## src/logic/reset_power_manager_params.svh

```systemverilog
`ifndef RESET_POWER_MANAGER_PARAMS_SVH
`define RESET_POWER_MANAGER_PARAMS_SVH

// register indices; byte address is four times the index
`define RPM_IDX_VDC        12'hD0C
`define RPM_IDX_SRC4       12'hF0A
`define RPM_IDX_SRC        12'hF0B
`define RPM_IDX_SRC1       12'hF0C
`define RPM_IDX_SRC2       12'hF0D
`define RPM_IDX_SRC3       12'hF0E
`define RPM_IDX_WDM        12'hF0F
`define RPM_IDX_IRQ_REQ    12'hFFC
`define RPM_IDX_INT_MASK   12'hFFB

// reset values
`define RPM_RST_VDC        8'hF8
`define RPM_RST_SRC        8'h20
`define RPM_RST_CFG        8'h00
`define RPM_RST_WDM        8'h0D
`define RPM_RST_MASK       8'h00

// field positions
`define RPM_VDC_EN         0
`define RPM_VDC_LV         1
`define RPM_VDC_HV         2
`define RPM_VDC_ONES       8'hF8
`define RPM_SRC_PRE        0
`define RPM_SRC_DLY        5
`define RPM_SRC_STAT       7
`define RPM_WDM_HALT       2
`define RPM_WDM_STOP       3
`define RPM_IRQ_LV         5
`define RPM_OPT_DIV2       2

// timing
`define RPM_CLK_MHZ        25
`define RPM_T_POR_US       5000
`define RPM_T_WDT_BASE_MS  5
`define RPM_SHORT_CYCLES   18
`define RPM_WDM_WINDOW     120
`define RPM_RESTART_ADDR   16'h000C

`endif

```

## src/logic/reset_power_manager_pkg.sv

```systemverilog
package reset_power_manager_pkg;
	// gray codes along brownout, por, short, run, halt, stop
	typedef enum logic [2:0] {
		ST_BROWN = 3'b000,
		ST_POR   = 3'b001,
		ST_SHORT = 3'b011,
		ST_RUN   = 3'b010,
		ST_HALT  = 3'b110,
		ST_STOP  = 3'b111
	} pm_state_t;
endpackage

```

## src/logic/reset_power_manager.sv

```systemverilog
// Function
// - cpu runs on system clock; in halt interrupt logic runs on timer clock
// - option bit two selects oscillator rate or oscillator divided by two
// - control bit zero adds divide-by-16 after option divider, both clocks
// - prescaler enable cleared by power-on reset and stop recovery
// - below brownout point hold reset and stop crystal oscillator
// - below deep brownout point also switch off brownout comparator
// - supply back above brownout point gives full power-on reset
// - stop opcode turns off internal clock and oscillator
// - stop ends only by reset; restart at fixed address
// - stop recovery keeps marked bits and sets recovery status bit
// - halt gates cpu clock, oscillator and interrupt sources stay alive
// - halt exits on an enabled interrupt request, or to reset on watchdog timeout or brownout
// - voltage monitoring runs only while enable bit zero is set
// - high flag bit two above upper, low flag bit one below lower
// - low flag latches request bit five until software or reset clears
// - request is serviced only when mask enables it, else polled flag
// - bits seven to three read ones; two and one read only; zero rw
// - timer clears start long and 18-clock timers on rising transition
// - armed watchdog forces power-on reset when not refreshed in time
// - long timer runs on power-on, watchdog, stop recovery if delay set
// - recovery status reads zero after full reset, one after recovery
//
// The APB slave port was left to the implementer.
`timescale 1ns/100ps
`include "reset_power_manager_params.svh"

module reset_power_manager #(
	parameter int POR_CYCLES = `RPM_T_POR_US * `RPM_CLK_MHZ,
	parameter int WDT_BASE   = `RPM_T_WDT_BASE_MS * 1000 * `RPM_CLK_MHZ
) (
	input  wire logic        pclk,            // oscillator-rate clock
	input  wire logic        presetn,         // power-on reset, low
	input  wire logic        psel,            // apb select
	input  wire logic        penable,         // apb access phase
	input  wire logic        pwrite,          // apb direction
	input  wire logic [15:0] paddr,           // apb byte address
	input  wire logic [31:0] pwdata,          // apb write data
	output logic      [31:0] prdata,          // apb read data
	output logic             pready,          // apb ready
	output logic             pslverr,         // unmapped address
	input  wire logic [7:0]  user_option,     // option byte, static
	input  wire logic        halt_op,         // core executes halt
	input  wire logic        stop_op,         // core executes stop
	input  wire logic        wdt_refresh_op,  // core executes refresh
	input  wire logic        below_brownout,  // comparator, async
	input  wire logic        below_deep_bo,   // comparator, async
	input  wire logic        above_hv,        // comparator, async
	input  wire logic        below_lv,        // comparator, async
	input  wire logic        smr_event,       // recovery source, async
	input  wire logic [4:0]  irq_ext,         // other sources, async
	output logic             sys_reset_n,     // core reset, low
	output logic             cpu_clk_en,      // system clock tick
	output logic             tmr_clk_en,      // timer clock tick
	output logic             osc_enable,      // oscillator on
	output logic             bo_cmp_enable,   // brownout comparator on
	output logic             irq_lv,          // masked low-voltage request
	output logic [15:0]      restart_addr     // vector after reset
);
	import reset_power_manager_pkg::*;

	localparam int NSYNC = 10;

	logic [NSYNC-1:0] sync1_reg, sync2_reg;
	logic             bo_s, sub_s, hv_s, lv_s, smr_s;
	logic [4:0]       ext_s;
	pm_state_t        state_reg;
	logic [31:0]      cnt_reg;
	logic [7:0]       vdc_en_reg, src_reg, cfg1_reg, cfg2_reg, cfg3_reg, cfg4_reg;
	logic [7:0]       wdm_reg, mask_reg;
	logic             lvr_reg, opt_div2_reg, strap_done_reg;
	logic             wdt_armed_reg;
	logic [31:0]      wdt_cnt_reg, wdt_limit;
	logic [7:0]       wdm_win_reg;
	logic [4:0]       div_cnt_reg, div_term;
	logic             act_div2_reg, act_pre_reg, tick;
	logic             wdt_fire, wake, enter_full, enter_smr, keep_wdm;
	logic             lv_flag, hv_flag, wr_en, sel_ok;
	logic [11:0]      idx;
	logic [7:0]       rd_byte;
	logic             hit;

	// comparators and pins cross into pclk through two flops
	always_ff @(posedge pclk or negedge presetn) begin
		if (!presetn) begin
			sync1_reg <= '0;
			sync2_reg <= '0;
		end else begin
			sync1_reg <= {irq_ext, smr_event, below_lv, above_hv, below_deep_bo,
				below_brownout};
			sync2_reg <= sync1_reg;
		end
	end
	assign bo_s  = sync2_reg[0];
	assign sub_s = sync2_reg[1];
	assign hv_s  = sync2_reg[2];
	assign lv_s  = sync2_reg[3];
	assign smr_s = sync2_reg[4];
	assign ext_s = sync2_reg[9:5];

	// event decode for the sequencer
	assign wake      = (lvr_reg & mask_reg[`RPM_IRQ_LV]) | (|(ext_s & mask_reg[4:0]));
	assign enter_smr = (state_reg == ST_STOP) && smr_s && !wdt_fire && !bo_s;
	assign enter_full = bo_s || (wdt_fire && state_reg != ST_POR && state_reg != ST_SHORT);
	assign keep_wdm  = wdt_fire && state_reg == ST_STOP;

	// power and reset sequencer
	always_ff @(posedge pclk or negedge presetn) begin
		if (!presetn) begin
			state_reg <= ST_POR;
		end else if (bo_s) begin
			state_reg <= ST_BROWN;
		end else begin
			unique case (state_reg)
				ST_BROWN: if (!sub_s) state_reg <= ST_POR;
				ST_POR:   if (cnt_reg == 32'(POR_CYCLES - 1)) state_reg <= ST_SHORT;
				ST_SHORT: if (cnt_reg == 32'(`RPM_SHORT_CYCLES - 1)) state_reg <= ST_RUN;
				ST_RUN: begin
					if (wdt_fire) state_reg <= ST_POR;
					else if (stop_op) state_reg <= ST_STOP;
					else if (halt_op) state_reg <= ST_HALT;
				end
				ST_HALT: begin
					if (wdt_fire) state_reg <= ST_POR;
					else if (wake) state_reg <= ST_RUN;
				end
				ST_STOP: begin
					if (wdt_fire) state_reg <= ST_POR;
					else if (smr_s) state_reg <= src_reg[`RPM_SRC_DLY] ? ST_POR : ST_SHORT;
				end
			endcase
		end
	end

	// timer restarts on every entry, acting as the timer clear edge
	always_ff @(posedge pclk or negedge presetn) begin
		if (!presetn) begin
			cnt_reg <= '0;
		end else if (enter_full || enter_smr || (state_reg == ST_RUN && wdt_fire)) begin
			cnt_reg <= '0;
		end else if (state_reg == ST_POR && cnt_reg == 32'(POR_CYCLES - 1)) begin
			cnt_reg <= '0;
		end else if (state_reg == ST_POR || state_reg == ST_SHORT) begin
			cnt_reg <= cnt_reg + 32'h1;
		end else begin
			cnt_reg <= '0;
		end
	end

	// power outputs follow the registered state, one cycle behind
	always_ff @(posedge pclk or negedge presetn) begin
		if (!presetn) begin
			sys_reset_n   <= 1'b0;
			osc_enable    <= 1'b1;
			bo_cmp_enable <= 1'b1;
			restart_addr  <= `RPM_RESTART_ADDR;
		end else begin
			sys_reset_n   <= (state_reg == ST_RUN || state_reg == ST_HALT || state_reg == ST_STOP);
			osc_enable    <= !(state_reg == ST_BROWN || state_reg == ST_STOP);
			bo_cmp_enable <= !(state_reg == ST_BROWN && sub_s);
			restart_addr  <= `RPM_RESTART_ADDR;
		end
	end

	// option strap caught once after release; flash byte is static
	always_ff @(posedge pclk or negedge presetn) begin
		if (!presetn) begin
			opt_div2_reg   <= 1'b0;
			strap_done_reg <= 1'b0;
		end else if (!strap_done_reg) begin
			opt_div2_reg   <= user_option[`RPM_OPT_DIV2];
			strap_done_reg <= 1'b1;
		end
	end

	// clock divider; new selection only at wrap so no short pulse escapes
	always_comb begin
		unique case ({act_pre_reg, act_div2_reg})
			2'b00: div_term = 5'h00;
			2'b01: div_term = 5'h01;
			2'b10: div_term = 5'h0F;
			2'b11: div_term = 5'h1F;
		endcase
	end
	assign tick = (div_cnt_reg == div_term);
	always_ff @(posedge pclk or negedge presetn) begin
		if (!presetn) begin
			div_cnt_reg  <= '0;
			act_div2_reg <= 1'b0;
			act_pre_reg  <= 1'b0;
		end else if (tick) begin
			div_cnt_reg  <= '0;
			act_div2_reg <= opt_div2_reg;
			act_pre_reg  <= src_reg[`RPM_SRC_PRE];
		end else begin
			div_cnt_reg  <= div_cnt_reg + 5'h01;
		end
	end

	// cpu gets ticks only in run; timer clock also in halt
	always_ff @(posedge pclk or negedge presetn) begin
		if (!presetn) begin
			cpu_clk_en <= 1'b0;
			tmr_clk_en <= 1'b0;
		end else begin
			cpu_clk_en <= tick && state_reg == ST_RUN;
			tmr_clk_en <= tick && (state_reg == ST_RUN || state_reg == ST_HALT);
		end
	end

	// watchdog period: base times tap multiple
	always_comb begin
		unique case (wdm_reg[6:4])
			3'b001:  wdt_limit = 32'(WDT_BASE) << 6;
			3'b010:  wdt_limit = 32'(WDT_BASE) << 8;
			3'b100:  wdt_limit = 32'(WDT_BASE) << 10;
			default: wdt_limit = (wdm_reg[1:0] == 2'b11) ? (32'(WDT_BASE) << 4) :
				(32'(WDT_BASE) << wdm_reg[1:0]);
		endcase
	end
	assign wdt_fire = wdt_armed_reg && (wdt_cnt_reg == wdt_limit - 32'h1);

	// watchdog armed by first refresh, disarmed by any reset
	always_ff @(posedge pclk or negedge presetn) begin
		if (!presetn) begin
			wdt_armed_reg <= 1'b0;
			wdt_cnt_reg   <= '0;
		end else if (enter_full || enter_smr || wdt_fire) begin
			wdt_armed_reg <= 1'b0;
			wdt_cnt_reg   <= '0;
		end else if (wdt_refresh_op && state_reg == ST_RUN) begin
			wdt_armed_reg <= 1'b1;
			wdt_cnt_reg   <= '0;
		end else if (wdt_armed_reg && (state_reg == ST_RUN
			|| (state_reg == ST_HALT && wdm_reg[`RPM_WDM_HALT])
			|| (state_reg == ST_STOP && wdm_reg[`RPM_WDM_STOP]))) begin
			wdt_cnt_reg   <= wdt_cnt_reg + 32'h1;
		end
	end

	// watchdog mode writable only for a short window after each reset
	always_ff @(posedge pclk or negedge presetn) begin
		if (!presetn) begin
			wdm_win_reg <= '0;
		end else if (state_reg != ST_RUN && state_reg != ST_HALT && state_reg != ST_STOP) begin
			wdm_win_reg <= '0;
		end else if (wdm_win_reg != 8'(`RPM_WDM_WINDOW)) begin
			wdm_win_reg <= wdm_win_reg + 8'h01;
		end
	end

	// voltage flags exist only while monitoring is on
	assign lv_flag = vdc_en_reg[`RPM_VDC_EN] && lv_s;
	assign hv_flag = vdc_en_reg[`RPM_VDC_EN] && hv_s;

	// apb decode; write lands on the edge that samples pready
	assign idx    = paddr[13:2];
	assign sel_ok = paddr[15:14] == 2'b00 && paddr[1:0] == 2'b00;
	assign wr_en  = psel && penable && pready && pwrite && !pslverr;
	always_comb begin
		hit     = sel_ok;
		rd_byte = 8'h00;
		unique case (idx)
			`RPM_IDX_VDC:      rd_byte = `RPM_VDC_ONES | {5'h00, hv_flag, lv_flag,
				vdc_en_reg[`RPM_VDC_EN]};
			`RPM_IDX_SRC:      rd_byte = src_reg;
			`RPM_IDX_SRC1:     rd_byte = cfg1_reg;
			`RPM_IDX_SRC2:     rd_byte = cfg2_reg;
			`RPM_IDX_SRC3:     rd_byte = cfg3_reg;
			`RPM_IDX_SRC4:     rd_byte = cfg4_reg;
			`RPM_IDX_WDM:      rd_byte = 8'h00;
			`RPM_IDX_IRQ_REQ:  rd_byte = {2'b00, lvr_reg, ext_s};
			`RPM_IDX_INT_MASK: rd_byte = mask_reg;
			default:           hit     = 1'b0;
		endcase
	end

	// one wait state: data and ready registered in first access cycle
	always_ff @(posedge pclk or negedge presetn) begin
		if (!presetn) begin
			pready  <= 1'b0;
			pslverr <= 1'b0;
			prdata  <= '0;
		end else if (psel && penable && !pready) begin
			pready  <= 1'b1;
			pslverr <= !hit;
			prdata  <= (hit && !pwrite) ? {24'h000000, rd_byte} : 32'h0000_0000;
		end else begin
			pready  <= 1'b0;
			pslverr <= 1'b0;
		end
	end

	// control registers; full reset restores all, recovery keeps most
	always_ff @(posedge pclk or negedge presetn) begin
		if (!presetn) begin
			vdc_en_reg <= `RPM_RST_VDC;
			src_reg    <= `RPM_RST_SRC;
			cfg1_reg   <= `RPM_RST_CFG;
			cfg2_reg   <= `RPM_RST_CFG;
			cfg3_reg   <= `RPM_RST_CFG;
			cfg4_reg   <= `RPM_RST_CFG;
			mask_reg   <= `RPM_RST_MASK;
		end else if (enter_full) begin
			vdc_en_reg <= `RPM_RST_VDC;
			src_reg    <= `RPM_RST_SRC;
			cfg1_reg   <= `RPM_RST_CFG;
			cfg2_reg   <= `RPM_RST_CFG;
			cfg3_reg   <= `RPM_RST_CFG;
			cfg4_reg   <= `RPM_RST_CFG;
			mask_reg   <= `RPM_RST_MASK;
		end else if (enter_smr) begin
			src_reg[`RPM_SRC_PRE]  <= 1'b0;
			src_reg[`RPM_SRC_STAT] <= 1'b1;
		end else if (wr_en) begin
			unique case (idx)
				`RPM_IDX_VDC:      vdc_en_reg[`RPM_VDC_EN] <= pwdata[`RPM_VDC_EN];
				`RPM_IDX_SRC:      src_reg[6:0] <= pwdata[6:0];
				`RPM_IDX_SRC1:     cfg1_reg <= pwdata[7:0];
				`RPM_IDX_SRC2:     cfg2_reg <= pwdata[7:0];
				`RPM_IDX_SRC3:     cfg3_reg <= pwdata[7:0];
				`RPM_IDX_SRC4:     cfg4_reg <= pwdata[7:0];
				`RPM_IDX_INT_MASK: mask_reg <= pwdata[7:0];
				default:           ;
			endcase
		end
	end

	// watchdog mode survives a timeout taken in stop
	always_ff @(posedge pclk or negedge presetn) begin
		if (!presetn) begin
			wdm_reg <= `RPM_RST_WDM;
		end else if (enter_full && !keep_wdm) begin
			wdm_reg <= `RPM_RST_WDM;
		end else if (wr_en && idx == `RPM_IDX_WDM && wdm_win_reg != 8'(`RPM_WDM_WINDOW)) begin
			wdm_reg <= pwdata[7:0];
		end
	end

	// latched low-voltage request; a new flag beats a software clear
	always_ff @(posedge pclk or negedge presetn) begin
		if (!presetn) begin
			lvr_reg <= 1'b0;
			irq_lv  <= 1'b0;
		end else begin
			if (enter_full || enter_smr)
				lvr_reg <= 1'b0;
			else if (lv_flag)
				lvr_reg <= 1'b1;
			else if (wr_en && idx == `RPM_IDX_IRQ_REQ && pwdata[`RPM_IRQ_LV])
				lvr_reg <= 1'b0;
			irq_lv <= lvr_reg && mask_reg[`RPM_IRQ_LV];
		end
	end
endmodule

```

## config.mk

```make
export PLATFORM = sky130hd
export DESIGN_NAME = reset_power_manager
export DESIGN_NICKNAME = d
export VERILOG_FILES = /design/src/logic/reset_power_manager_pkg.sv /design/src/logic/reset_power_manager.sv
export VERILOG_INCLUDE_DIRS = /design/src /design/src/logic
export SDC_FILE = /design/constraint.sdc
export NUM_CORES = 1
export LEC_CHECK = 0
export BUFFER_PORTS_ARGS = -buffer_cell sky130_fd_sc_hd__clkbuf_2
export CAP_MARGIN = 30
export CORE_MARGIN = 5
export CORE_UTILIZATION = 30
export DETAILED_ROUTE_END_ITERATION = 16
export PLACE_DENSITY = 0.56
export SKIP_CTS_REPAIR_TIMING = 1
export SLEW_MARGIN = 20
export SYNTH_ARGS = -nofsm -noshare
export SYNTH_HDL_FRONTEND = slang
export SYNTH_SLANG_ARGS = --single-unit
export TNS_END_PERCENT = 30
```

## constraint.sdc

```tcl
create_clock -name pclk -period 4.8 [get_ports pclk]
set_input_delay 0.24 -clock pclk [delete_from_list [all_inputs] [get_ports pclk]]
set_output_delay 0.24 -clock pclk [all_outputs]
set_load 0.1 [all_outputs]
```

# Yosys cells after proc, flatten, opt, wreduce, memory -nomap -nowiden
# Cells that the tools add are included.
# word_totals
out_inout_bits	56
ff_bits	202
romBits	0
mem_bits_rw	0
latch_bits	0
word_cells	229
inputBits	74
n_memories	0
# classes
n_reduce_logical	83
magnitude_cmp	0
n_bitwise	3
n_shift	1
n_mul	0
mux	67
div_mod_pow	0
n_eq_ne	38
n_addsub	5
# ops
cell	count
$mux W32	7
$mux W8	24
$eq A12 B12 Y1 const B	9
$pmux W32 S3	1
$add A32 B1 Y32 const B	2
$pmux W8 S8	1
$logic_and A1 B1 Y1	33
$mux W3	11
$eq A32 B17 Y1 const B	1
$eq A32 B32 Y1	1
$eq A32 B5 Y1 const B	1
$shl A17 B2 Y32 const A	1
$sub A32 B1 Y32 const B	1
$mux W7	4
$reduce_bool A2 Y1	12
$reduce_and A3 Y1	7
$pmux W5 S4	1
$pmux W3 S6	1
$ne A3 B3 Y1 const B	5
$mux W1	14
$reduce_bool A3 Y1	4
$logic_or A1 B1 Y1	10
$eq A3 B2 Y1 const B	3
$eq A3 B3 Y1 const B	3
25 further kinds	40

# Longest topological paths before layout
# Gate-level depths: netlist of run 1.
# depth
word_depth	12
depth_mapped	14
depth_no_buf	11

# Worst setup path before layout of run 1
# Ideal clock, no wire load.
# synth_timing
path_kind	register to register
from	register wdm_reg[5]
to	register vdc_en_reg[0]
t_required_ns	4.720
setup_slack_ns	1.156
period_less_slack_ns	3.644
t_arrival_ns	3.564
setup_ns	0.080
stages_incl_launch_ff	15
n_path_buf	3
cell_sequence	dfrtp_1 -> clkbuf_1 -> maj3_1 -> or2_2 -> nand2_1 -> ha_1 -> nor2_1 -> and3_1 -> a2111oi_4 -> o2111ai_2 -> or4_4 -> buf_6 -> buf_6 -> o32ai_2 -> mux2i_1
# synth_via
elab_chain_len	10
elab_cells_between_ends	18
cone_classes	add/sub (1); eq/ne (5); mux (2); reduce/logical (10)
# synth_lines
item	line_no	rtl
start: declaration	reset_power_manager.sv:70	logic [7:0] wdm_reg, mask_reg;
start signal: assignment	reset_power_manager.sv:332	wdm_reg <= `RPM_RST_WDM;
start signal: assignment	reset_power_manager.sv:334	wdm_reg <= `RPM_RST_WDM;
start signal: assignment	reset_power_manager.sv:336	wdm_reg <= pwdata[7:0];
$eq A3 B3 Y1 (tied with other cells)	reset_power_manager.sv:213	unique case (wdm_reg[6:4])
$pmux W32 S3 *	reset_power_manager.sv:213	
$sub A32 B1 Y32 *	reset_power_manager.sv:221	assign wdt_fire = wdt_armed_reg && (wdt_cnt_reg == wdt_limit - 32'h1);
$eq A32 B32 Y1 *	reset_power_manager.sv:221	
$logic_and A1 B1 Y1 *	reset_power_manager.sv:221	
$logic_and A1 B1 Y1 / $logic_not A1 Y1 (equally long branches)	reset_power_manager.sv:104, reset_power_manager.sv:103	
$logic_and A1 B1 Y1 (on tied branches)	reset_power_manager.sv:104, reset_power_manager.sv:103	
$logic_or A1 B1 Y1 / $logic_and A1 B1 Y1 (equally long branches)	reset_power_manager.sv:104, reset_power_manager.sv:103	
$ne A2 B2 Y1 (no source line) / $reduce_bool A2 Y1 (equally long branches)	-	
$reduce_and A3 Y1 (no source line)	-	
end signal: assignment	reset_power_manager.sv:297	vdc_en_reg <= `RPM_RST_VDC;
end signal: assignment	reset_power_manager.sv:305	vdc_en_reg <= `RPM_RST_VDC;
end signal: indexed assignment	reset_power_manager.sv:317	`RPM_IDX_VDC: vdc_en_reg[`RPM_VDC_EN] <= pwdata[`RPM_VDC_EN];
end: declaration	reset_power_manager.sv:69	logic [7:0] vdc_en_reg, src_reg, cfg1_reg, cfg2_reg, cfg3_reg, cfg4_reg;
# Mark *: on every way between the ends. The rest lies on a longest branch, timed or not.
# A chain may end at the register's enable or synchronous reset.

# Worst setup path in the final report of run 1
# layout_timing
from	register wdm_reg[4]
to	register src_reg[4]
# layout_via
elab_chain_len	10
elab_cells_between_ends	18
cone_classes	add/sub (1); eq/ne (5); mux (2); reduce/logical (10)
# layout_lines
item	line_no	rtl
$eq A3 B3 Y1 (tied with other cells)	reset_power_manager.sv:213	
$pmux W32 S3 *	reset_power_manager.sv:213	
$sub A32 B1 Y32 *	reset_power_manager.sv:221	
$eq A32 B32 Y1 *	reset_power_manager.sv:221	
$logic_and A1 B1 Y1 *	reset_power_manager.sv:221	
$logic_and A1 B1 Y1 / $logic_not A1 Y1 (equally long branches)	reset_power_manager.sv:104, reset_power_manager.sv:103	
$logic_and A1 B1 Y1 (on tied branches)	reset_power_manager.sv:104, reset_power_manager.sv:103	
$logic_or A1 B1 Y1 / $logic_and A1 B1 Y1 (equally long branches)	reset_power_manager.sv:104, reset_power_manager.sv:103	
$ne A2 B2 Y1 (no source line) / $reduce_bool A2 Y1 (equally long branches)	-	
$reduce_and A3 Y1 (no source line)	-	
end signal: assignment	reset_power_manager.sv:298	src_reg <= `RPM_RST_SRC;
end signal: assignment	reset_power_manager.sv:306	src_reg <= `RPM_RST_SRC;
end signal: assignment	reset_power_manager.sv:318	`RPM_IDX_SRC: src_reg[6:0] <= pwdata[6:0];
end: declaration	reset_power_manager.sv:69	
# Marked as above.

==> out/results.ini, run 1 <==
[route]
wl_per_cell_um=16.4
vias=7505
final_antenna_net_count=0
post_drt_via_cell_ratio=4.99
wl_um=24700
drt_pass1_iterations=5
drt_iter0_markers=659
drcViolationCount=0

[critical_path]
crit_required_ns=5.14
worst-setup-path-type=register to register
cp_max_fo=61
end_kind=register
r2r_cells=12
r2r-end=src_reg[4]$_DFFE_PN0P_
start_kind=register
arrival_ns=4.52
reg2reg_from=wdm_reg[4]$_DFFE_PN0P_
r2r_slack_ns=0.62

[power_and_ir_drop]
pwr_density_cell_mw_per_mm2=304
peakVddDrop_uv=179
finalPower_mw=3.41
leakagePower_nw=4.87

[placement]
portBuffers=58
dp.cells=1460
dp_hpwl_um=16900
gp_congestion=0.813
placed_cell_area_mm2=0.0105

[cells_and_area]
layout.cells.non_filler=1503
syn_to_final_growth_pct=14.5
fin_area_mm2=0.0112
antennaDiodeCount=0
drive_gt1_frac=0.148
mostFrequentLayoutCells=dfrtp_1 (171), nor2_1 (103), nand2_1 (77)
final_nets=1129
final_common_cell=dfrtp_1

[timing]
post-route-period-util=0.870
final_max_slew_viol_count=0
rsz0062_at_grt=false
setup_violations=0
fmax_mhz=239
hold_viol=0
fin_tns_setup_ns=0
slew_headroom=0.419
tightestPinTransition_ns=0.865
min_period_ns=4.18
finClkSkew_ns=0.0122

[grt]
grt_max_degree=89
grt_pass1_vias=7240
grt_pass1_wl_um=40500
antenna_found_initial=0
globalRoute.totalOverflow=0
grt_use_total=0.138

[logic_synthesis]
post_synth_xor_area_fraction=0.0726
ys_seq_area_frac=0.456
syn_avg_cell_area_um2=9.88
yosysUniqueCellTypes=78
synth_top_family_by_area=simple AND/OR/NAND/NOR gates
netlist_instances=990
synth_ff_type=dfrtp_1
async_flop_share=1.00
synth_edf_count=0
synthAdderAreaFrac=0.00998
muxShareOfSynthArea=0.0713
synth.cell_area_mm2=0.00978
yosys_warnings=0
synth_seq_cells=178
yosys.area_share.simple=0.186
synth_compound_area_frac=0.143

[die]
initial_core_util=0.302
die_x_um=191
io_pins=130
coreArea_mm2=0.0324
die_h_um=191
dieArea_mm2=0.0363
core.rowCount=66

[min_path]
holdCritPathClass=input port to register
hold_start=user_option[2]
whs_path_depth=2
hold_path_end=opt_div2_reg$_DFFE_PN0N_

[clocking]
cts.sinks=178
clock_latency_ns=0.44
ctsRootBufferMaster=clkbuf_16
cts_max_path_buffers=2
htree_num_levels=4
numCtsBuffers=17
cts_tree=built
clk_pin_slew_ns=0.07

[flow_run]
maxCapViolations=0

[status]
status=finished, final reports clean

## report_power, final
group          total [mW]  leakage (nW)  switching, mW  internal (mW)
sequential           1.58          2.40         0.0393           1.54
combinational       0.346          2.17          0.271         0.0758
clock                1.48         0.301          0.645          0.837
## Yosys cell counts, types with 5 or more instances
cell type	n	area, µm²
nor4_1	12	75.1
nand3b_1	5	37.5
or2_2	5	31.3
o21ai_0	31	155
a22o_1	9	78.8
mux2i_1	64	641
xnor2_1	37	324
dfrtp_1	171	4280
nand2_1	77	289
nor3_1	23	115
o211ai_1	52	390
ha_1	7	87.6
nand4_1	19	119
nor2b_1	8	50.1
a222oi_1	6	60.1
nand2b_1	11	68.8
mux2_2	5	56.3
clkbuf_1	41	154
inv_1	18	67.6
xor2_1	44	385
dfstp_2	7	184
a21oi_1	23	115
a22oi_1	8	60.1
nand3_1	40	200
and3_1	20	125
buf_2	6	30.0
nor2_1	103	387
o211ai_2	8	100
buf_4	40	300
and2_1	12	75.1
## kinds of logic (layout without fill, tap and decap cells)
kind of cell               Yosys count  count (layout)
AOI/OAI and AO/OA                  178             178
buffers and inverters              112             144
DFF                                178             178
xor gates and xnor gates            81              81
adders and majority gates            8               8
other                                2              41
muxes                               69              69
and+or+nand+nor                    362             362
## final cells by class
cell class                      instances  area (µm²)
Clock buffer                           17         425
Clock inverter                         15         198
Fill cell                            3327       21200
Inverter                               19        71.3
Multi-Input combinational cell        739        4870
Sequential cell                       178        4460
Tap cell                              442         553
Timing Repair Buffer                   93         612
## metal layers
metal  vias up  GRT usage  part of all wire
met4         0     0.0412             0.020
met2       205      0.206              0.46
li1       3589          -                 -
met1      3683      0.202              0.47
met3        28     0.0280             0.053
met5         -          0                 0
## metrics by stage
step           hold WS, ns   util  setup WS (ns)
2_1_floorplan      -0.0556      -           1.16
3_3_place_gp         0.336  0.323          0.691
3_5_place_dp         0.335  0.323          0.633
4_1_cts             -0.117  0.342          0.600
5_1_grt             0.0373  0.346          0.323
6_report            0.0419  0.346          0.622
## how the worst max path moves through the flow
| stage | depth (start not counted) | startpoint | endpoint | slack [ns] |
|---|---|---|---|---|
| floorplan | 14 | wdm_reg[5]$_DFFE_PN0P_ | vdc_en_reg[0]$_DFFE_PN0P_ | 1.16 |
| global placement | 10 | wdm_reg[4]$_DFFE_PN0P_ | cfg3_reg[2]$_DFFE_PN0P_ | 0.69 |
| detailed placement | 10 | wdm_reg[4]$_DFFE_PN0P_ | cfg3_reg[5]$_DFFE_PN0P_ | 0.63 |
| CTS | 11 | wdm_reg[4]$_DFFE_PN0P_ | src_reg[4]$_DFFE_PN0P_ | 0.60 |
| global route | 12 | wdm_reg[5]$_DFFE_PN0P_ | cfg1_reg[5]$_DFFE_PN0P_ | 0.32 |
| finish | 12 | wdm_reg[4]$_DFFE_PN0P_ | src_reg[4]$_DFFE_PN0P_ | 0.62 |
## worst max-delay path: stages (launching register included)
cell and delay (ns):
dfrtp_1 0.42, nor3_1 0.73, or2_2 0.32, nand2_1 0.07, ha_1 0.29, nor4b_1 0.35
a31oi_1 0.09, xor2_1 0.17, o211ai_1 0.19, or4_4 0.53, buf_12 0.24, o21ai_2 0.39
mux2i_1 0.26
Power figures use the tool's default switching activity.
==> run 2, diff against run 1 <==
- CORE_UTILIZATION: 30 -> 58
- CTS_CLUSTER_SIZE: unset -> 40
- PLACE_DENSITY: 0.56 -> 0.89
==> run 2 against run 1 <==
Against the previous run:
- highest routed layer unchanged
- critical path type unchanged
- hold slack worse by 0.0092 ns
- sequential power about the same
- register-to-register slack worse by 0.24 ns
- first-iteration DRC count up 20%
- critical path depth down 1
- largest power group unchanged
- utilization up 31 points
- critical endpoint is now cfg3_reg[1]$_DFFE_PN0P_
==> out/results.ini, run 2 (same netlist as run 1, synthesis figures left out) <==
[cells_and_area]
layout.cells.non_filler=1279  ; was 1503
final_common_cell=dfrtp_1  ; unchanged
final_nets=1128  ; was 1129
utilization=0.655  ; was 0.346
syn_to_final_growth_pct=11.0  ; was 14.5%
ff_latch_area_mm2=0.00446  ; unchanged
drive_gt1_frac=0.144  ; was 0.148
fillers=1228  ; was 3327
antennaDiodeCount=0  ; unchanged
mostFrequentLayoutCells=dfrtp_1 (171), nor2_1 (103), nand2_1 (77)  ; unchanged
multi_input_area_mm2=0.00487  ; unchanged

[power_and_ir_drop]
p_seq_frac=0.483  ; was 0.464
intPower_mw=2.36  ; was 2.45 mW
power_switching_uw=913  ; was 955 µW
finalPower_mw=3.27  ; was 3.41 mW
p_clk_frac=0.412  ; was 0.435
combPwrFrac=0.106  ; was 0.102
peakVddDrop_uv=289  ; was 179 µV
pwr_density_cell_mw_per_mm2=302  ; was 304 mW/mm²
p_sw_frac=0.279  ; was 0.280
leakagePower_nw=4.83  ; was 4.87 nW

[timing]
fin_tns_setup_ns=0  ; unchanged
rsz0062_at_grt=false  ; unchanged
post-route-period-util=0.921  ; was 0.870
setup_ws_ns=0.377  ; was 0.622 ns
final_max_slew_viol_count=0  ; unchanged
min_period_ns=4.42  ; was 4.18 ns
finClkSkew_ns=0.00788  ; was 0.0122 ns
hold_viol=0  ; unchanged
setup_violations=0  ; unchanged
tightestPinTransition_ns=0.832  ; was 0.865 ns
fmax_mhz=226  ; was 239 MHz
slew_headroom=0.446  ; was 0.419

[route]
drt_pass1_iterations=6  ; was 5
final_antenna_net_count=0  ; unchanged
wl_per_cell_um=18.6  ; was 16.4 µm
wl_um=23800  ; was 24700 µm
vias=7857  ; was 7505
post_drt_via_cell_ratio=6.14  ; was 4.99
drt_iter0_markers=788  ; was 659
drcViolationCount=0  ; unchanged

[die]
dieArea_mm2=0.0196  ; was 0.0363 mm²
die_h_um=140  ; was 191 µm
core.rowCount=47  ; was 66
die_x_um=140  ; was 191 µm
io_pins=130  ; unchanged
initial_core_util=0.590  ; was 0.302
coreArea_mm2=0.0166  ; was 0.0324 mm²

[grt]
antenna_found_initial=0  ; unchanged
grtUsageMet2=0.378  ; was 0.206
met1_usage=0.327  ; was 0.202
grt_max_degree=105  ; was 89
gr-max-usage-layer=met2  ; unchanged
grt_pass1_wl_um=38600  ; was 40500 µm
use_met3=0.0607  ; was 0.0280
grt_use_total=0.243  ; was 0.138
grt_pass1_vias=7612  ; was 7240
globalRoute.totalOverflow=0  ; unchanged

[clocking]
cts_tree=built  ; unchanged
cts_max_path_buffers=2  ; unchanged
clock_latency_ns=0.44  ; about the same
numCtsBuffers=17  ; unchanged
htree_num_levels=4  ; unchanged
cts.sinks=178  ; unchanged
ctsRootBufferMaster=clkbuf_16  ; unchanged
clk_pin_slew_ns=0.07  ; about the same

[status]
status=finished, final reports clean  ; unchanged

[placement]
portBuffers=58  ; unchanged
post-place-ws_ns=0.510  ; was 0.633 ns
dp.cells=1234  ; was 1460
dp_hpwl_um=15800  ; was 16900 µm
gp_congestion=0.944  ; was 0.813

[critical_path]
crit_required_ns=5.15  ; was 5.14 ns
end_kind=register  ; unchanged
start_kind=register  ; unchanged
arrival_ns=4.77  ; was 4.52 ns
cp_max_fo=31  ; was 61
worst-setup-path-type=register to register  ; unchanged

[flow_run]
maxCapViolations=0  ; unchanged

[min_path]
holdCritPathClass=input port to register  ; unchanged

run 2: cell types whose count changed in the layout (fill, tap and decap cells not counted), moves of 2 or more:
cell | before | now
clkinv_4 | 1 | 3
inv_8 | 2 | 0
bufinv_16 | 3 | 1
buf_4 | 21 | 17
inv_6 | 4 | 2
run 2: power by group through the flow:
stage          combinational [mW]  sequential, mW  clock (mW)
6_report                    0.347            1.58        1.35
5_1_grt                     0.374            1.58        1.42
4_1_cts                     0.338            1.58        1.35
3_5_place_dp                0.335            1.61           0
3_3_place_gp                0.327            1.60           0
2_1_floorplan               0.266            1.61           0
run 2: stage by stage:
stage / cell area, µm² / hold WS, ns
after CTS: 10700 / -0.109
final: 10900 / 0.0327
after detailed placement: 10100 / 0.335
after global placement: 10100 / 0.332
after floorplan: 9920 / -0.0556
after global routing: 10900 / 0.0340
run 2: worst paths after layout:
kind                                             start                       end  slack (ns)  cells after the start
min in group asynchronous                      presetn   cfg3_reg[5]$_DFFE_PN0P_        0.23                      2
worst max-delay path            wdm_reg[4]$_DFFE_PN0P_   cfg3_reg[1]$_DFFE_PN0P_        0.38                     11
worst max register to register  wdm_reg[4]$_DFFE_PN0P_   cfg3_reg[1]$_DFFE_PN0P_        0.38                     11
max in group asynchronous                      presetn    src_reg[4]$_DFFE_PN0P_        3.32                      4
worst min-delay path                    user_option[2]  opt_div2_reg$_DFFE_PN0N_        0.03                      2
worst min register to register  sync1_reg[2]$_DFF_PN0_    sync2_reg[2]$_DFF_PN0_        0.35                      0
run 2: layer usage:
layer  vias up  part of all wire
li1       3577                 -
met1      3823              0.41
met2       385              0.47
met3        72             0.087
met4         0             0.032
met5         -                 0
run 2: layout make-up:
| type | count | share of cell area |
|---|---|---|
| multi-input cells | 739 | 0.449 |
| flip-flops and latches | 178 | 0.411 |
| clock buffers | 20 | 0.0421 |
| inverters | 19 | 0.00657 |
| clock inverters | 11 | 0.00979 |
| repair buffers | 92 | 0.0566 |
| well taps | 220 | 0.0254 |
run 2: worst max-delay path, cell delays in order (launching register included):
cell,delay (ns)
dfrtp_1,0.39
buf_4,0.21
nor3_1,0.63
or2_2,0.30
nand2_1,0.07
ha_1,0.30
xnor2_1,0.16
a2111oi_4,0.29
o2111ai_2,0.20
or4_4,0.77
o32a_1,0.69
mux2i_1,0.29
==> run 3, diff against run 2 <==
- CORE_UTILIZATION: 58 -> 63
- PLACE_DENSITY: 0.89 -> 0.95
- clock period: 4.8 -> 5.6 ns (I/O delays scaled with it)
==> run 3 against run 2 <==
Against the previous run:
- utilization is 5.9 points higher
- combinational power is 12% lower
- maximum frequency is 8.7% lower
- total power is 10% lower
- clock skew is 0.0041 ns higher
- sequential cell count stayed put
- largest cell class unchanged
==> out/results.ini, run 3 (same netlist as run 1, synthesis figures left out) <==
[cells_and_area]
syn_to_final_growth_pct=10.9  ; was 11.0%
antennaDiodeCount=0  ; unchanged
mostFrequentLayoutCells=dfrtp_1 (171), nor2_1 (103), nand2_1 (77)  ; unchanged
drive_gt1_frac=0.142  ; was 0.144
final_common_cell=dfrtp_1  ; unchanged
final_nets=1122  ; was 1128
fin_area_mm2=0.0108  ; was 0.0109 mm²

[clocking]
htree_num_levels=4  ; unchanged
cts.sinks=178  ; unchanged
clk_pin_slew_ns=0.07  ; about the same
numCtsBuffers=17  ; unchanged
clock_latency_ns=0.44  ; about the same
cts_tree=built  ; unchanged
cts_max_path_buffers=2  ; unchanged
ctsRootBufferMaster=clkbuf_16  ; unchanged

[power_and_ir_drop]
power_switching_uw=801  ; was 913 µW
p_sw_frac=0.273  ; was 0.279
p_clk_frac=0.434  ; was 0.412
pwr_density_cell_mw_per_mm2=271  ; was 302 mW/mm²
combPwrFrac=0.104  ; was 0.106
p_seq_frac=0.462  ; was 0.483
peakVddDrop_uv=271  ; was 289 µV
leakagePower_nw=4.85  ; was 4.83 nW
intPower_mw=2.14  ; was 2.36 mW

[flow_run]
maxCapViolations=0  ; unchanged

[critical_path]
r2r_slack_ns=0.76  ; was 0.38 ns
reg2reg_from=wdm_reg[5]$_DFFE_PN0P_  ; was wdm_reg[4]$_DFFE_PN0P_
crit_required_ns=5.91  ; was 5.15 ns
worst-setup-path-type=register to register  ; unchanged
r2r_cells=13  ; was 11
critical_path_depth=13  ; was 11
start_kind=register  ; unchanged
r2r-end=wdt_cnt_reg[8]$_DFFE_PN0P_  ; was cfg3_reg[1]$_DFFE_PN0P_
worst-path-buf-inv=2  ; was 1
crit_family=simple AND/OR/NAND/NOR gates  ; unchanged
arrival_ns=5.15  ; was 4.77 ns
end_kind=register  ; unchanged
slowest_stage=or4_4  ; unchanged
slowest_delay_ns=0.80  ; was 0.77 ns
cp_cell_sequence=maj3_1 -> or2_2 -> nand2_1 -> ha_1 -> nor2_1 -> and3_1 -> a2111oi_4 -> o2111ai_2 -> or4_4 -> buf_4 -> o2111ai_2 -> buf_4 -> nor2_1  ; was buf_4 -> nor3_1 -> or2_2 -> nand2_1 -> ha_1 -> xnor2_1 -> a2111oi_4 -> o2111ai_2 -> or4_4 -> o32a_1 -> mux2i_1
cp_max_fo=35  ; was 31

[min_path]
hold_start=user_option[2]  ; unchanged
whs_path_depth=2  ; unchanged
holdCritPathClass=input port to register  ; unchanged
hold_path_end=opt_div2_reg$_DFFE_PN0N_  ; unchanged

[timing]
setup_ws_ns=0.756  ; was 0.377 ns
holdWs_ns=0.0749  ; was 0.0327 ns
final_max_slew_viol_count=0  ; unchanged
hold_viol=0  ; unchanged
min_period_ns=4.84  ; was 4.42 ns
finClkSkew_ns=0.0120  ; was 0.00788 ns
post-route-period-util=0.865  ; was 0.921
fin_tns_setup_ns=0  ; unchanged
setup_violations=0  ; unchanged
slew_headroom=0.424  ; was 0.446
rsz0062_at_grt=false  ; unchanged
fmax_mhz=206  ; was 226 MHz
tightestPinTransition_ns=0.864  ; was 0.832 ns

[route]
drcViolationCount=0  ; unchanged
final_antenna_net_count=0  ; unchanged
post_drt_via_cell_ratio=6.42  ; was 6.14
drt_iter0_markers=928  ; was 788
drt_pass1_iterations=9  ; was 6
vias=7969  ; was 7857
wl_per_cell_um=19.6  ; was 18.6 µm
wl_um=24300  ; was 23800 µm

[die]
core.rowCount=45  ; was 47
coreArea_mm2=0.0152  ; was 0.0166 mm²
io_pins=130  ; unchanged
die_h_um=135  ; was 140 µm
initial_core_util=0.643  ; was 0.590
dieArea_mm2=0.0181  ; was 0.0196 mm²
die_x_um=135  ; was 140 µm

[grt]
globalRoute.totalOverflow=0  ; unchanged
grt_pass1_wl_um=39100  ; was 38600 µm
antenna_found_initial=0  ; unchanged
gr-max-usage-layer=met2  ; unchanged
met1_usage=0.367  ; was 0.327
use_met3=0.0589  ; was 0.0607
grt_max_degree=85  ; was 105
grt_use_total=0.270  ; was 0.243
grtUsageMet2=0.420  ; was 0.378
grt_pass1_vias=7706  ; was 7612

[placement]
post-place-ws_ns=0.887  ; was 0.510 ns
placed_cell_area_mm2=0.0101  ; about the same
portBuffers=58  ; unchanged
dp_hpwl_um=15800  ; about the same
gp_congestion=0.918  ; was 0.944

[status]
status=finished, final reports clean  ; unchanged

-- run 3: cell types whose count changed in the layout (fill, tap and decap cells not counted), sizes merged --
cell	before	now
buf	22	18
clkinvlp	3	0
inv	19	22
bufinv	1	3
clkbuf	79	77
clkinv	7	6
-- run 3: worst max path at each step --
stage	from	endpoint	slack, ns
final	wdm_reg[5]$_DFFE_PN0P_	wdt_cnt_reg[8]$_DFFE_PN0P_	0.76
after global placement	wdm_reg[5]$_DFFE_PN0P_	wdt_cnt_reg[29]$_DFFE_PN0P_	0.96
after floorplan	wdm_reg[5]$_DFFE_PN0P_	vdc_en_reg[0]$_DFFE_PN0P_	1.96
after CTS	wdm_reg[5]$_DFFE_PN0P_	wdt_cnt_reg[17]$_DFFE_PN0P_	0.86
after global routing	wdm_reg[5]$_DFFE_PN0P_	wdt_cnt_reg[14]$_DFFE_PN0P_	0.56
after detailed placement	wdm_reg[5]$_DFFE_PN0P_	wdt_cnt_reg[17]$_DFFE_PN0P_	0.89
-- run 3: layout make-up --
| type | instances | area, µm² |
|---|---|---|
| multi-input combinational | 739 | 4880 |
| sequential | 178 | 4460 |
| fill | 1032 | 4350 |
| timing repair buffer | 86 | 569 |
| clock buffer | 20 | 467 |
| tap | 188 | 235 |
| clock inverter | 12 | 166 |
| inverter | 19 | 71.3 |
-- run 3: power groups by stage --
stage | logic, mW | registers [mW] | clock network, mW
global route | 0.326 | 1.36 | 1.35
global placement | 0.280 | 1.37 | 0
finish | 0.305 | 1.36 | 1.28
CTS | 0.298 | 1.36 | 1.28
floorplan | 0.228 | 1.38 | 0
detailed placement | 0.290 | 1.38 | 0
-- run 3: stage by stage --
step            util  instances  power, mW
6_report       0.714       1242       2.94
5_1_grt        0.714       1242       3.04
4_1_cts        0.706       1229       2.94
3_5_place_dp   0.664       1197       1.67
3_3_place_gp   0.660       1194       1.66
2_1_floorplan      -       1029       1.61
-- run 3: metal layers --
| layer | wire length [µm] | part of all wire |
|---|---|---|
| met1 | 9610 | 0.39 |
| met2 | 11700 | 0.48 |
| met4 | 807 | 0.033 |
| met5 | 0 | 0 |
| met3 | 2190 | 0.090 |
